`src/mipt_params.svh`:
```
`ifndef MIPT_PARAMS_SVH
`define MIPT_PARAMS_SVH

// ==========================================================================
// Clock and line timing.
`define MIPT_CLK_NS 20
`define MIPT_UNIT_BITS 8
`define MIPT_QUANTUM_BITS 512
`define MIPT_RXG2_ADD 5
`define MIPT_TXG_ADD 4
`define MIPT_MBPS_10 10
`define MIPT_MBPS_100 100
`define MIPT_MBPS_1000 1000

// ==========================================================================
// Register indices; the byte address is four times the index.
`define MIPT_IDX_FC_LEN 8'h07
`define MIPT_IDX_RXG1 8'h0A
`define MIPT_IDX_RXG2 8'h0B
`define MIPT_IDX_TXG 8'h0C
`define MIPT_IDX_PTHR 8'h0E
`define MIPT_IDX_CTRL 8'h20
`define MIPT_IDX_STAT 8'h21

// ==========================================================================
// Reset values.
`define MIPT_RST_FC_LEN 16'h005E
`define MIPT_RST_RXG1 8'h08
`define MIPT_RST_RXG2 8'h07
`define MIPT_RST_TXG 10'h008
`define MIPT_RST_PTHR 16'h002F
`define MIPT_RST_CTRL 3'h4

// ==========================================================================
// Bus responses.
`define MIPT_RESP_OKAY 2'h0
`define MIPT_RESP_SLVERR 2'h2

`endif

```
`src/mipt_pkg.sv`:
```
package mipt_pkg;

   // =======================================================================
   // Line rate, control and status layouts.
   typedef enum logic [1:0] {
      spd_10,
      spd_100,
      spd_1000,
      spd_1000_alt
   } mipt_speed_t;

   typedef struct packed {
      mipt_speed_t speed;
      logic hdx;
   } mipt_ctrl_t;

   typedef struct packed {
      logic pause_run;
      logic tx_busy;
      logic txgap_met;
      logic gap2_done;
      logic gap1_done;
      logic carrier;
   } mipt_stat_t;

   typedef struct packed {
      logic en;
      logic [7:0] idx;
      logic [31:0] data;
      logic [3:0] strb;
   } mipt_wr_t;

endpackage : mipt_pkg

```
`src/mipt_axil_slave.sv`:
```
`timescale 1ns/10ps
`include "mipt_params.svh"

module mipt_axil_slave
   import mipt_pkg::*;
#(
   parameter int ADDR_W = 10
) (
   input wire logic core_clk,
   input wire logic nrst,
   input wire logic [ADDR_W-1:0] awaddr,
   input wire logic awvalid,
   output logic awready,
   input wire logic [31:0] wdata,
   input wire logic [3:0] wstrb,
   input wire logic wvalid,
   output logic wready,
   output logic [1:0] bresp,
   output logic bvalid,
   input wire logic bready,
   input wire logic [ADDR_W-1:0] araddr,
   input wire logic arvalid,
   output logic arready,
   output logic [31:0] rdata,
   output logic [1:0] rresp,
   output logic rvalid,
   input wire logic rready,
   output mipt_wr_t wr,
   input wire logic wr_ok,
   output logic [7:0] rd_idx,
   input wire logic [31:0] rd_data,
   input wire logic rd_ok
);

   localparam int LSB = 2;

   logic aw_q, aw_d, w_q, w_d, ar_q, ar_d;
   logic awr_q, awr_d, wr_q, wr_d, arr_q, arr_d;
   logic bv_q, bv_d, rv_q, rv_d;
   logic [7:0] awi_q, awi_d, ari_q, ari_d;
   logic [31:0] wd_q, wd_d, rd_q, rd_d;
   logic [3:0] ws_q, ws_d;
   logic [1:0] br_q, br_d, rr_q, rr_d;
   logic do_wr, do_rd;

   // ========================================================================
   // Address and data are held until both are present, in either order.
   always_comb begin
      do_wr = aw_q && w_q && !bv_q;
      do_rd = ar_q && !rv_q;
      aw_d = (aw_q || (awvalid && awr_q)) && !do_wr;
      w_d = (w_q || (wvalid && wr_q)) && !do_wr;
      ar_d = (ar_q || (arvalid && arr_q)) && !do_rd;
      awi_d = (awvalid && awr_q) ? awaddr[LSB +: 8] : awi_q;
      ari_d = (arvalid && arr_q) ? araddr[LSB +: 8] : ari_q;
      wd_d = (wvalid && wr_q) ? wdata : wd_q;
      ws_d = (wvalid && wr_q) ? wstrb : ws_q;
      bv_d = do_wr || (bv_q && !bready);
      rv_d = do_rd || (rv_q && !rready);
      br_d = do_wr ? (wr_ok ? `MIPT_RESP_OKAY : `MIPT_RESP_SLVERR) : br_q;
      rr_d = do_rd ? (rd_ok ? `MIPT_RESP_OKAY : `MIPT_RESP_SLVERR) : rr_q;
      rd_d = do_rd ? rd_data : rd_q;
      awr_d = !aw_d && !bv_d;
      wr_d = !w_d && !bv_d;
      arr_d = !ar_d && !rv_d;
   end

   always_ff @(posedge core_clk or negedge nrst) begin
      if (!nrst) begin
         aw_q <= 1'b0;
         w_q <= 1'b0;
         ar_q <= 1'b0;
         awr_q <= 1'b1;
         wr_q <= 1'b1;
         arr_q <= 1'b1;
         bv_q <= 1'b0;
         rv_q <= 1'b0;
         awi_q <= '0;
         ari_q <= '0;
         wd_q <= '0;
         ws_q <= '0;
         rd_q <= '0;
         br_q <= `MIPT_RESP_OKAY;
         rr_q <= `MIPT_RESP_OKAY;
      end else begin
         aw_q <= aw_d;
         w_q <= w_d;
         ar_q <= ar_d;
         awr_q <= awr_d;
         wr_q <= wr_d;
         arr_q <= arr_d;
         bv_q <= bv_d;
         rv_q <= rv_d;
         awi_q <= awi_d;
         ari_q <= ari_d;
         wd_q <= wd_d;
         ws_q <= ws_d;
         rd_q <= rd_d;
         br_q <= br_d;
         rr_q <= rr_d;
      end
   end

   assign awready = awr_q;
   assign wready = wr_q;
   assign arready = arr_q;
   assign bvalid = bv_q;
   assign bresp = br_q;
   assign rvalid = rv_q;
   assign rresp = rr_q;
   assign rdata = rd_q;
   assign rd_idx = ari_q;
   assign wr = '{en: do_wr, idx: awi_q, data: wd_q, strb: ws_q};

endmodule : mipt_axil_slave

```
`src/mipt_rate_tick.sv`:
```
`timescale 1ns/10ps
`include "mipt_params.svh"

module mipt_rate_tick
   import mipt_pkg::*;
(
   input wire logic core_clk,
   input wire logic nrst,
   input mipt_speed_t speed,
   output logic [1:0] unit_inc
);

   // =======================================================================
   // Tenths of a bit time per clock; one unit is eight bit times.
   localparam int ACC_W = 9;
   localparam int TENTHS_PER_UNIT = `MIPT_UNIT_BITS * 10;

   logic [ACC_W-1:0] acc_q, acc_d;
   logic [1:0] inc_q, inc_d;

   function automatic logic [ACC_W-1:0] step(input mipt_speed_t s);
      unique case (s)
         spd_10: step = ACC_W'(`MIPT_MBPS_10 * `MIPT_CLK_NS / 100);
         spd_100: step = ACC_W'(`MIPT_MBPS_100 * `MIPT_CLK_NS / 100);
         spd_1000, spd_1000_alt: begin
            step = ACC_W'(`MIPT_MBPS_1000 * `MIPT_CLK_NS / 100);
         end
      endcase
   endfunction : step

   // At gigabit rate more than one unit passes per clock, so the count
   // carries a fraction instead of dividing the clock.
   always_comb begin
      logic [ACC_W-1:0] sum;
      sum = acc_q + step(speed);
      inc_d = 2'h0;
      for (int i = 0; i < 3; i++) begin
         if (sum >= ACC_W'(TENTHS_PER_UNIT)) begin
            sum = sum - ACC_W'(TENTHS_PER_UNIT);
            inc_d = inc_d + 2'h1;
         end
      end
      acc_d = sum;
   end

   always_ff @(posedge core_clk or negedge nrst) begin
      if (!nrst) begin
         acc_q <= '0;
         inc_q <= 2'h0;
      end else begin
         acc_q <= acc_d;
         inc_q <= inc_d;
      end
   end

   assign unit_inc = inc_q;

   property p_slow_rate;
      @(posedge core_clk) disable iff (!nrst)
      (speed != spd_1000 && speed != spd_1000_alt) |=> (unit_inc < 2'h2);
   endproperty
   a_slow_rate: assert property (p_slow_rate)
      else $error("More than one unit per clock below gigabit rate.");

endmodule : mipt_rate_tick

```
`src/mipt_timing.sv`:
```
`timescale 1ns/10ps
`include "mipt_params.svh"

module mipt_timing
   import mipt_pkg::*;
#(
   parameter int ADDR_W = 10,
   parameter int CNT_W = 22
) (
   input wire logic core_clk,
   input wire logic nrst,
   input wire logic [ADDR_W-1:0] awaddr,
   input wire logic awvalid,
   output logic awready,
   input wire logic [31:0] wdata,
   input wire logic [3:0] wstrb,
   input wire logic wvalid,
   output logic wready,
   output logic [1:0] bresp,
   output logic bvalid,
   input wire logic bready,
   input wire logic [ADDR_W-1:0] araddr,
   input wire logic arvalid,
   output logic arready,
   output logic [31:0] rdata,
   output logic [1:0] rresp,
   output logic rvalid,
   input wire logic rready,
   input wire logic crs,
   input wire logic tx_pending,
   input wire logic tx_frame_end,
   input wire logic pause_sent,
   input wire logic fc_extend,
   output logic tx_start,
   output logic pause_due,
   output logic [15:0] pause_len
);

   localparam int Q_UNITS = `MIPT_QUANTUM_BITS / `MIPT_UNIT_BITS;

   typedef enum logic [2:0] {
      df_carrier,
      df_gap1,
      df_gap2,
      df_ready
   } mipt_defer_t;

   // =======================================================================
   // Helpers.
   function automatic logic [31:0] merge(input logic [31:0] old,
                                         input logic [31:0] nw,
                                         input logic [3:0] strb);
      merge = old;
      for (int b = 0; b < 4; b++) begin
         if (strb[b]) begin
            merge[b*8 +: 8] = nw[b*8 +: 8];
         end
      end
   endfunction : merge

   function automatic logic idx_hit(input logic [7:0] idx);
      idx_hit = (idx == `MIPT_IDX_FC_LEN) || (idx == `MIPT_IDX_RXG1) ||
                (idx == `MIPT_IDX_RXG2) || (idx == `MIPT_IDX_TXG) ||
                (idx == `MIPT_IDX_PTHR) || (idx == `MIPT_IDX_CTRL) ||
                (idx == `MIPT_IDX_STAT);
   endfunction : idx_hit

   function automatic logic [CNT_W-1:0] sat_add(input logic [CNT_W-1:0] c,
                                                input logic [1:0] i);
      logic [CNT_W:0] s;
      s = {1'b0, c} + {{(CNT_W-1){1'b0}}, i};
      sat_add = s[CNT_W] ? '1 : s[CNT_W-1:0];
   endfunction : sat_add

   // =======================================================================
   // Register bus.
   mipt_wr_t wr;
   logic wr_ok, rd_ok;
   logic [7:0] rd_idx;
   logic [31:0] rd_data;

   mipt_axil_slave #(
      .ADDR_W(ADDR_W)
   ) u_bus (
      .core_clk(core_clk),
      .nrst(nrst),
      .awaddr(awaddr),
      .awvalid(awvalid),
      .awready(awready),
      .wdata(wdata),
      .wstrb(wstrb),
      .wvalid(wvalid),
      .wready(wready),
      .bresp(bresp),
      .bvalid(bvalid),
      .bready(bready),
      .araddr(araddr),
      .arvalid(arvalid),
      .arready(arready),
      .rdata(rdata),
      .rresp(rresp),
      .rvalid(rvalid),
      .rready(rready),
      .wr(wr),
      .wr_ok(wr_ok),
      .rd_idx(rd_idx),
      .rd_data(rd_data),
      .rd_ok(rd_ok)
   );

   // =======================================================================
   // Configuration registers.
   logic [15:0] fclen_q, fclen_d, pthr_q, pthr_d;
   logic [7:0] rxg1_q, rxg1_d, rxg2_q, rxg2_d;
   logic [9:0] txg_q, txg_d;
   mipt_ctrl_t ctrl_q, ctrl_d;
   mipt_stat_t stat;

   always_comb begin
      logic [31:0] m;
      m = '0;
      fclen_d = fclen_q;
      rxg1_d = rxg1_q;
      rxg2_d = rxg2_q;
      txg_d = txg_q;
      pthr_d = pthr_q;
      ctrl_d = ctrl_q;
      if (wr.en) begin
         case (wr.idx)
            `MIPT_IDX_FC_LEN: begin
               m = merge(32'(fclen_q), wr.data, wr.strb);
               fclen_d = m[15:0];
            end
            `MIPT_IDX_RXG1: begin
               m = merge(32'(rxg1_q), wr.data, wr.strb);
               rxg1_d = m[7:0];
            end
            `MIPT_IDX_RXG2: begin
               m = merge(32'(rxg2_q), wr.data, wr.strb);
               rxg2_d = m[7:0];
            end
            `MIPT_IDX_TXG: begin
               m = merge(32'(txg_q), wr.data, wr.strb);
               txg_d = m[9:0];
            end
            `MIPT_IDX_PTHR: begin
               m = merge(32'(pthr_q), wr.data, wr.strb);
               pthr_d = m[15:0];
            end
            `MIPT_IDX_CTRL: begin
               m = merge(32'(ctrl_q), wr.data, wr.strb);
               ctrl_d = mipt_ctrl_t'(m[$bits(mipt_ctrl_t)-1:0]);
            end
            default: m = '0;
         endcase
      end
   end

   always_comb begin
      wr_ok = idx_hit(wr.idx);
      rd_ok = idx_hit(rd_idx);
      case (rd_idx)
         `MIPT_IDX_FC_LEN: rd_data = 32'(fclen_q);
         `MIPT_IDX_RXG1: rd_data = 32'(rxg1_q);
         `MIPT_IDX_RXG2: rd_data = 32'(rxg2_q);
         `MIPT_IDX_TXG: rd_data = 32'(txg_q);
         `MIPT_IDX_PTHR: rd_data = 32'(pthr_q);
         `MIPT_IDX_CTRL: rd_data = 32'(ctrl_q);
         `MIPT_IDX_STAT: rd_data = 32'(stat);
         default: rd_data = '0;
      endcase
   end

   always_ff @(posedge core_clk or negedge nrst) begin
      if (!nrst) begin
         fclen_q <= `MIPT_RST_FC_LEN;
         rxg1_q <= `MIPT_RST_RXG1;
         rxg2_q <= `MIPT_RST_RXG2;
         txg_q <= `MIPT_RST_TXG;
         pthr_q <= `MIPT_RST_PTHR;
         ctrl_q <= mipt_ctrl_t'(`MIPT_RST_CTRL);
      end else begin
         fclen_q <= fclen_d;
         rxg1_q <= rxg1_d;
         rxg2_q <= rxg2_d;
         txg_q <= txg_d;
         pthr_q <= pthr_d;
         ctrl_q <= ctrl_d;
      end
   end

   // =======================================================================
   // Line-rate units: one unit is eight bit times at the current speed.
   logic [1:0] unit_inc;

   mipt_rate_tick u_rate (
      .core_clk(core_clk),
      .nrst(nrst),
      .speed(ctrl_q.speed),
      .unit_inc(unit_inc)
   );

   // =======================================================================
   // Deferral, transmit gap and pause refresh.
   logic crs_m_q, crs_s_q;
   mipt_defer_t st_q, st_d;
   logic [CNT_W-1:0] rx_cnt_q, rx_cnt_d, tx_cnt_q, tx_cnt_d;
   logic [CNT_W-1:0] pcnt_q, pcnt_d;
   logic busy_q, busy_d, prun_q, prun_d;
   logic start_q, start_d, due_q, due_d;
   logic [CNT_W-1:0] gap1_u, gap2_u, txgap_u, pthr_u;
   logic gap1_hit, gap2_hit, txgap_met, go;

   // A shared count serves both receive gaps, so they always start together.
   always_comb begin
      gap1_u = CNT_W'(rxg1_q);
      gap2_u = CNT_W'(rxg2_q) + CNT_W'(`MIPT_RXG2_ADD);
      txgap_u = CNT_W'(txg_q) + CNT_W'(`MIPT_TXG_ADD);
      pthr_u = CNT_W'(pthr_q) * CNT_W'(Q_UNITS);
      gap1_hit = rx_cnt_q >= gap1_u;
      gap2_hit = rx_cnt_q >= gap2_u;
      txgap_met = tx_cnt_q >= txgap_u;
      go = tx_pending && !busy_q && txgap_met &&
           (!ctrl_q.hdx || st_q == df_ready);
      st_d = st_q;
      rx_cnt_d = sat_add(rx_cnt_q, unit_inc);
      if (!ctrl_q.hdx) begin
         st_d = df_carrier;
         rx_cnt_d = '0;
      end else begin
         unique case (st_q)
            df_carrier: begin
               rx_cnt_d = '0;
               if (!crs_s_q) begin
                  st_d = df_gap1;
               end
            end
            df_gap1: begin
               if (crs_s_q && !gap1_hit) begin
                  st_d = df_carrier;
                  rx_cnt_d = '0;
               end else if (gap1_hit) begin
                  st_d = df_gap2;
               end
            end
            df_gap2: begin
               if (gap2_hit) begin
                  st_d = df_ready;
               end
            end
            df_ready: begin
               if (go || (crs_s_q && !tx_pending)) begin
                  st_d = df_carrier;
                  rx_cnt_d = '0;
               end
            end
         endcase
      end
      busy_d = go || (busy_q && !tx_frame_end);
      tx_cnt_d = tx_frame_end ? '0 :
                 (busy_q ? tx_cnt_q : sat_add(tx_cnt_q, unit_inc));
      start_d = go;
      due_d = prun_q && pcnt_q >= pthr_u && fc_extend;
      prun_d = pause_sent || (prun_q && pcnt_q < pthr_u);
      pcnt_d = pause_sent ? '0 : sat_add(pcnt_q, unit_inc);
      stat = '{pause_run: prun_q, tx_busy: busy_q, txgap_met: txgap_met,
               gap2_done: st_q == df_ready, gap1_done: gap1_hit,
               carrier: crs_s_q};
   end

   // The carrier pin is asynchronous; only the second stage is used.
   always_ff @(posedge core_clk or negedge nrst) begin
      if (!nrst) begin
         crs_m_q <= 1'b0;
         crs_s_q <= 1'b0;
         st_q <= df_carrier;
         rx_cnt_q <= '0;
         tx_cnt_q <= '1;
         pcnt_q <= '0;
         busy_q <= 1'b0;
         prun_q <= 1'b0;
         start_q <= 1'b0;
         due_q <= 1'b0;
      end else begin
         crs_m_q <= crs;
         crs_s_q <= crs_m_q;
         st_q <= st_d;
         rx_cnt_q <= rx_cnt_d;
         tx_cnt_q <= tx_cnt_d;
         pcnt_q <= pcnt_d;
         busy_q <= busy_d;
         prun_q <= prun_d;
         start_q <= start_d;
         due_q <= due_d;
      end
   end

   assign tx_start = start_q;
   assign pause_due = due_q;
   assign pause_len = fclen_q;

   // =======================================================================
   // Checks.
   property p_fdx_idle;
      @(posedge core_clk) disable iff (!nrst)
      !ctrl_q.hdx |=> (st_q == df_carrier && rx_cnt_q == '0);
   endproperty
   a_fdx_idle: assert property (p_fdx_idle)
      else $error("Receive gap timers ran in full duplex.");

   property p_gap_restart;
      @(posedge core_clk) disable iff (!nrst)
      (ctrl_q.hdx && st_q == df_gap1 && crs_s_q && !gap1_hit)
         |=> (st_q == df_carrier && !tx_start);
   endproperty
   a_gap_restart: assert property (p_gap_restart)
      else $error("Carrier in the first gap did not restart deferral.");

   property p_gap1_len;
      @(posedge core_clk) disable iff (!nrst)
      (ctrl_q.hdx && st_q == df_gap1 && !crs_s_q &&
       rx_cnt_q >= CNT_W'(rxg1_q)) |=> (st_q == df_gap2);
   endproperty
   a_gap1_len: assert property (p_gap1_len)
      else $error("First receive gap did not expire on time.");

   property p_gap2_len;
      @(posedge core_clk) disable iff (!nrst)
      (ctrl_q.hdx && st_q == df_gap2 &&
       rx_cnt_q >= CNT_W'(rxg2_q) + CNT_W'(`MIPT_RXG2_ADD))
         |=> (st_q == df_ready);
   endproperty
   a_gap2_len: assert property (p_gap2_len)
      else $error("Second receive gap did not expire on time.");

   property p_hdx_defer;
      @(posedge core_clk) disable iff (!nrst)
      (ctrl_q.hdx && st_q != df_ready) |=> !tx_start;
   endproperty
   a_hdx_defer: assert property (p_hdx_defer)
      else $error("Transmit started before both receive gaps expired.");

   property p_txgap;
      @(posedge core_clk) disable iff (!nrst)
      tx_start |-> ($past(tx_cnt_q) >= CNT_W'($past(txg_q)) +
                    CNT_W'(`MIPT_TXG_ADD));
   endproperty
   a_txgap: assert property (p_txgap)
      else $error("Back-to-back frame sent before the transmit gap.");

   property p_pause_start;
      @(posedge core_clk) disable iff (!nrst)
      (pause_sent && pthr_q != 16'h0000)
         |=> (prun_q && pcnt_q == '0) ##1 !pause_due;
   endproperty
   a_pause_start: assert property (p_pause_start)
      else $error("Pause refresh timer did not restart.");

   property p_pause_due;
      @(posedge core_clk) disable iff (!nrst)
      pause_due |-> ($past(fc_extend) && $past(prun_q) &&
                     $past(pcnt_q) >= CNT_W'($past(pthr_q)) *
                     CNT_W'(Q_UNITS));
   endproperty
   a_pause_due: assert property (p_pause_due)
      else $error("Pause refresh came before the threshold.");

endmodule : mipt_timing

```
`config.mk`:
```
export PLATFORM = sky130hd
export DESIGN_NAME = mipt_timing
export DESIGN_NICKNAME = d
export VERILOG_FILES = /design/src/mipt_pkg.sv /design/src/mipt_axil_slave.sv /design/src/mipt_rate_tick.sv /design/src/mipt_timing.sv
export VERILOG_INCLUDE_DIRS = /design/src
export SDC_FILE = /design/constraint.sdc
export NUM_CORES = 1
export LEC_CHECK = 0
export BUFFER_PORTS_ARGS = -buffer_cell sky130_fd_sc_hd__buf_2
export CELL_PAD_IN_SITES_DETAIL_PLACEMENT = 1
export CELL_PAD_IN_SITES_GLOBAL_PLACEMENT = 1
export CORE_ASPECT_RATIO = 0.8
export CORE_MARGIN = 2
export CORE_UTILIZATION = 46
export DETAILED_ROUTE_END_ITERATION = 12
export PLACE_DENSITY = 0.79
export SYNTH_ARGS = -nofsm -noshare
export SYNTH_HDL_FRONTEND = slang
export SYNTH_SLANG_ARGS = --single-unit
```
`constraint.sdc`:
```
create_clock -name core_clk -period 6 [get_ports core_clk]
set_input_delay 0.9 -clock core_clk [delete_from_list [all_inputs] [get_ports core_clk]]
set_output_delay 0.9 -clock core_clk [all_outputs]
set_load 0.005 [all_outputs]
```
; ---- Word-level counts from Yosys, hierarchy flattened
; Index checks and enable logic that the tools add are counted.
[classes]
n_shift = 0
multipliers = 0
eq_ne = 25
reduce_logical = 73
bitwise_logic = 0
div = 0
mux = 27
addsub = 11
order_cmp = 8
[op_table]
columns = op, n
row1 = 2-to-1 mux 22 bit, 9
row2 = case mux 16 bit (7 select lines), 1
row3 = adder 22 x 2 -> 23 bit, 3
row4 = case mux 22 bit (3 select lines), 1
row5 = "equality test 8 x 4 -> 1 bit, second input constant", 8
row6 = "equality test 8 x 6 -> 1 bit, second input constant", 4
row7 = ">= comparator 9 x 7 -> 1 bit, second input constant", 3
row8 = 2-to-1 mux 9 bit, 3
row9 = case mux 9 bit (3 select lines), 1
row10 = AND reduction 3 bit, 9
row11 = "subtractor 9 x 7 -> 9 bit, second input constant", 3
row12 = logical AND 1 bit, 23
row13 = >= comparator 22 x 11 -> 1 bit, 1
row14 = >= comparator 22 bit, 1
row15 = >= comparator 22 x 8 -> 1 bit, 1
row16 = >= comparator 22 x 9 -> 1 bit, 1
row17 = less-than comparator 22 bit, 1
row18 = logical OR 1 bit, 21
row19 = 2-to-1 mux 3 bit, 6
row20 = "equality test 8 x 3 -> 1 bit, second input constant", 2
row21 = logical NOT 1 bit, 16
row22 = case mux 3 bit (4 select lines), 1
row23 = "adder 10 x 3 -> 11 bit, second input constant", 1
row24 = "adder 8 x 3 -> 9 bit, second input constant", 1
row25 = other kinds (17), 23
[totals]
mem_bits_rw = 0
register_bits = 225
mem_count = 0
inputBits = 68
output_inout_bits = 59
latch_bits = 0
rom_bits = 0

; ---- Logic depth before layout (Yosys ltp)
[logic_depth]
ltp_word = 10
mapped_depth = 23

; ---- Hierarchy
; A second synthesis with hierarchy kept.
[unflattened]
hier_cells = 1203
hier_area_um2 = 13319.0
[modules_own_cells]
columns = module, seq_area_each_um2, cells_each, area_each_um2, n_inst
row1 = mipt_timing, 3425.8, 814, 8151.6, 1
row2 = mipt_axil_slave, 2356.0, 212, 3669.8, 1
row3 = mipt_rate_tick, 250.2, 177, 1497.7, 1

; ---- Worst setup path after synthesis
; OpenSTA, ideal clock, no wires.
[synth_path]
kind = register to register
start = register ctrl_q[2] in the netlist's numbering
end = register u_rate.acc_q[8]
slack_ns = 1.352
n_path_buf = 1
period_less_slack_ns = 4.648
arrival_time_ns = 4.523
path_stages_with_launch = 21
setup_ns = 0.125
t_required_ns = 5.875
path_cell_list = dfstp_2 -> nand2b_1 -> buf_6 -> xnor2_1 -> ha_1 -> o21ai_2 -> a221o_1 -> or4_4 -> nor4_1 -> o21a_1 -> xnor2_1 -> inv_1 -> ha_1 -> and3_1 -> a211oi_4 -> inv_1 -> a21oi_2 -> ha_1 -> inv_1 -> a311oi_1 -> nand2_1
[synth_via]
elab_chain_len = 10
[synth_rtl]
columns = element, line
row1 = start: declaration, mipt_timing.sv:116  ; mipt_ctrl_t ctrl_q, ctrl_d;
row2 = start signal: assignment, mipt_timing.sv:181  ; ctrl_q <= mipt_ctrl_t'(`MIPT_RST_CTRL);
row3 = start signal: assignment, mipt_timing.sv:188  ; ctrl_q <= ctrl_d;
row4 = equality test 2 bit, mipt_rate_tick.sv:22  ; unique case (s)
row5 = OR reduction 2 bit, mipt_rate_tick.sv:22
row6 = case mux 9 bit (3 select lines) (*), mipt_rate_tick.sv:22
row7 = adder 9 bit (*), mipt_rate_tick.sv:35  ; sum = acc_q + step(speed);
row8 = subtractor 9 x 7 -> 9 bit or >= comparator 9 x 7 -> 1 bit (tied branches), "mipt_rate_tick.sv:39, mipt_rate_tick.sv:38"
row9 = 2-to-1 mux 9 bit (*), mipt_rate_tick.sv:38  ; if (sum >= ACC_W'(TENTHS_PER_UNIT)) begin
row10 = subtractor 9 x 7 -> 9 bit or >= comparator 9 x 7 -> 1 bit (tied branches), "mipt_rate_tick.sv:39, mipt_rate_tick.sv:38"
row11 = 2-to-1 mux 9 bit (*), mipt_rate_tick.sv:38
row12 = subtractor 9 x 7 -> 9 bit or >= comparator 9 x 7 -> 1 bit (tied branches), "mipt_rate_tick.sv:39, mipt_rate_tick.sv:38"
row13 = 2-to-1 mux 9 bit (*), mipt_rate_tick.sv:38
row14 = net u_rate.acc_d[8], mipt_rate_tick.sv:18  ; logic [ACC_W-1:0] acc_q, acc_d;
row15 = end signal: assignment, mipt_rate_tick.sv:48  ; acc_q <= '0;
row16 = end signal: assignment, mipt_rate_tick.sv:51  ; acc_q <= acc_d;
row17 = end: declaration, mipt_rate_tick.sv:18
; Mark *: on every way through the listed nets, which the timed path passes. The rest lies on a longest branch. The select of a mux whose other input is x is not followed.
; A chain may end at the register's enable or synchronous reset.

; ---- Worst setup path in the final report
; Ends and elaborated chain as after synthesis.

==> run metrics <==
largest net degree at the start of global routing 109; CTS tree done; cells along the critical path nand2b_1 -> xnor2_1 -> ha_1 -> o21ai_2 -> a221o_1 -> or4_4 -> nor4_1 -> o21a_1 -> xnor2_1 -> inv_1 -> ha_1 -> and3_1 -> a211oi_4 -> inv_1 -> a21oi_2 -> ha_1 -> inv_1 -> a311oi_1 -> nand2_1; core box area 0.0245 mm2; slew margin rel. 19.3%; critical path peak fanout 11; number of synthesized register bits 205; RSZ-0062 raised after global routing no; Reg power frac 39.1%; Worst Setup EP u_rate.acc_q[8]$_DFF_PN0_; fill count 2763; Yosys cell types 72; RePlAce Congestion 0.799; Num CTS Buffers 22; number of remaining DRC errors 0; Post-CTS Setup Bufs 0; initial antenna violation count 0; Critical-path top delay cell nor4_1; Cells after Synth 1164; post-CTS sizing 0; DR WL/cell 19.7 um; setup violators final 0; worst reg2reg startpoint ctrl_q[2]$_DFFE_PN1P_; Max H-tree Level 1; # rows 51; YS warnings 0; sw power 1910 uW; CP peak stage delay 0.73 ns; CP startpoint ctrl_q[2]$_DFFE_PN1P_; sw frac 37.0%; post-route ant nets 0; flop-to-flop setup slack 0.43 ns; worst hold path depth 0; FFs w/ async S/R, synth 100%; Hold Vio Cnt, Final 0; syn_area_per_cell 9.91 um2; Worst Reg-to-Reg Cells 19; CP Capture Type register; Initial DRC Count 600; die footprint 0.0264 mm2; max frequency 179 MHz; pwr dens 398 mW/mm2; synthesis-to-layout area growth 12.2%; Synth top area share 35.6%; Detail Placement HPWL 22.6 mm; number of global-route vias before repair 9581; P_int 3250 uW; uppermost layer routed met4; P_leak 0.00571 uW; CTS Hold Buffers Added 0; GR Util All Layers 23.8%; Post-synth EDFFs 0; status complete, no violations; Arr. time, crit path 5.97 ns; WP data required 6.39 ns; first-pass GRT wire length 51.4 mm; total wire length 30.9 mm; setup TNS 0 ns; RR Endpoint u_rate.acc_q[8]$_DFF_PN0_; vias per cell 5.84; most area-consuming cells after synthesis dfrtp_1, dfstp_2, mux2_2; Comb pwr share 33.1%; worst slew pin tran 1.21 ns; fin nets 1374; fin crit share 92.9%; Hold WC Path Type reg2reg; Overflow after GRT 0; DR WL met2 13.7 mm; clock group share of total power 27.8%; Seq/Total Area, Yosys 44.9%; met3 wire length 1.28 mm; WS Path Type reg2reg; Place WS 0.528 ns; 1st-pass router iterations 6; clock latency on the worst-skew pair 0.51 ns; worst hold slack 0.389 ns; CTS root buf clkbuf_16; IO buf count 86; critical path launch point type register; total vias in the final route 9185; clock skew 0.0131 ns; fin. max-slew vios 0; ys flop type dfrtp_1; Starting Density 47.1%; Die X 181 um; dominant cell type by area after synthesis dfrtp_1; min Tclk post-route 5.57 ns; CTS sink count 205; Max VDD drop 0.000214 V; die height 146 um; Max Root-Sink Buffers 3; max-cap viol count 0; Final WS setup 0.428 ns; clock slew at reported path FFs 0.06 ns; Ant. Diodes 0; Routed met1 length 15.4 mm; I/O pins 127; Synth Cell Area 0.0115 mm2; share of layout cells above drive strength 1 20.5%
[logic make-up (layout without fill, tap and decap cells)]
kind of cell	count (synthesis)	after routing	synth area share, %
XOR/XNOR	50	50	3.80
AND/OR/NAND/NOR	368	368	15.8
flip-flops	205	205	44.9
multiplexers	86	86	8.28
adder cells (fa/ha/maj)	66	66	7.35
other	1	18	0.0325
buffers and inverters	111	186	4.35
AO/OA/AOI/OAI	277	277	15.5
[worst min-delay path by stage]
stage	from	end	slack (ns)
after floorplan	crs_m_q$_DFF_PN0_	crs_s_q$_DFF_PN0_	0.33
after global placement	crs_m_q$_DFF_PN0_	crs_s_q$_DFF_PN0_	0.39
after detailed placement	crs_m_q$_DFF_PN0_	crs_s_q$_DFF_PN0_	0.39
after CTS	crs_m_q$_DFF_PN0_	crs_s_q$_DFF_PN0_	0.40
after global routing	crs_m_q$_DFF_PN0_	crs_s_q$_DFF_PN0_	0.41
final	crs_m_q$_DFF_PN0_	crs_s_q$_DFF_PN0_	0.39
[synth_stat cells (all sizes together), types with 15 or more instances]
cell type	n
o21a	18
nor2	75
mux2	75
buf	25
inv	57
nand3	34
clkbuf	29
xor2	27
dfstp	41
nor2b	21
xnor2	23
ha	63
nand2	118
a211oi	15
a21oi	75
nor3	23
o21ai	69
nand4	18
and3	20
dfrtp	164
[metal layers]
metal / global-route usage [%] / vias to the layer above
met1: 35.4 / 4651
met5: 0 / -
li1: - / 4320
met2: 36.8 / 173
met3: 3.83 / 41
met4: 4.67 / 0
[through the flow]
stage | cell area, um2 | cells | util (%) | total power (uW)
finish | 12900 | 1574 | 52.8 | 5160
global route | 12900 | 1574 | 52.8 | 5490
CTS | 12900 | 1574 | 52.8 | 5190
detailed placement | 12200 | 1534 | 49.7 | 3710
global placement | 12200 | 1534 | 49.7 | 3610
floorplan | 11600 | 1181 | - | 3180
[state kept, by name, indices dropped and copies added, names as in the netlist, 2 cells and up]
| register | flops |
|---|---|
| u_bus.wd_q | 16 |
| ctrl_q | 3 |
| pause_len | 16 |
| pcnt_q | 22 |
| rxg1_q | 8 |
| u_rate.acc_q | 8 |
| pthr_q | 16 |
| u_bus.awi_q | 8 |
| rx_cnt_q | 22 |
| u_bus.rdata | 16 |
| u_bus.rd_idx | 8 |
| u_rate.unit_inc | 2 |
| u_bus.ws_q | 2 |
| rxg2_q | 8 |
| st_q | 2 |
| txg_q | 10 |
| tx_cnt_q | 22 |
[cell type report]
cell class / count / area (um2) / area share [%]
Clock buffer: 32 / 639 / 4.94
Clock inverter: 8 / 119 / 0.918
Inverter: 57 / 214 / 1.65
Multi-Input combinational cell: 865 / 5930 / 45.8
Sequential cell: 205 / 5180 / 40.0
Tap cell: 318 / 398 / 3.07
Timing Repair Buffer: 89 / 462 / 3.57
[placed cells by master (no fill, tap or decap), types with 19 or more instances in the layout]
| cell | n |
|---|---|
| dfrtp_1 | 164 |
| nand2_1 | 118 |
| buf_2 | 85 |
| nor2_1 | 75 |
| mux2_2 | 75 |
| a21oi_1 | 74 |
| o21ai_0 | 66 |
| ha_1 | 63 |
| inv_1 | 57 |
| dfstp_2 | 41 |
| nand3_1 | 34 |
| xor2_1 | 27 |
| xnor2_1 | 23 |
| nor3_1 | 23 |
| clkbuf_16 | 23 |
| nor2b_1 | 21 |
| and3_1 | 19 |
[power groups by stage]
stage / combinational (uW) / clock, uW / sequential (uW)
floorplan: 1340 / 0 / 1850
global placement: 1590 / 0 / 2020
detailed placement: 1670 / 0 / 2030
CTS: 1700 / 1470 / 2010
global route: 1910 / 1520 / 2060
finish: 1710 / 1430 / 2020
[worst max-delay path: cells and delay by family, from the launching register on]
family                   cells  cell delay, ns
buffers and inverters        3            0.28
flip-flops                   1            0.62
AND/OR/NAND/NOR              5            1.90
adder cells (fa/ha/maj)      3            0.68
AO/OA/AOI/OAI                6            1.52
XOR/XNOR                     2            0.46
Power figures use the tool's default switching activity.
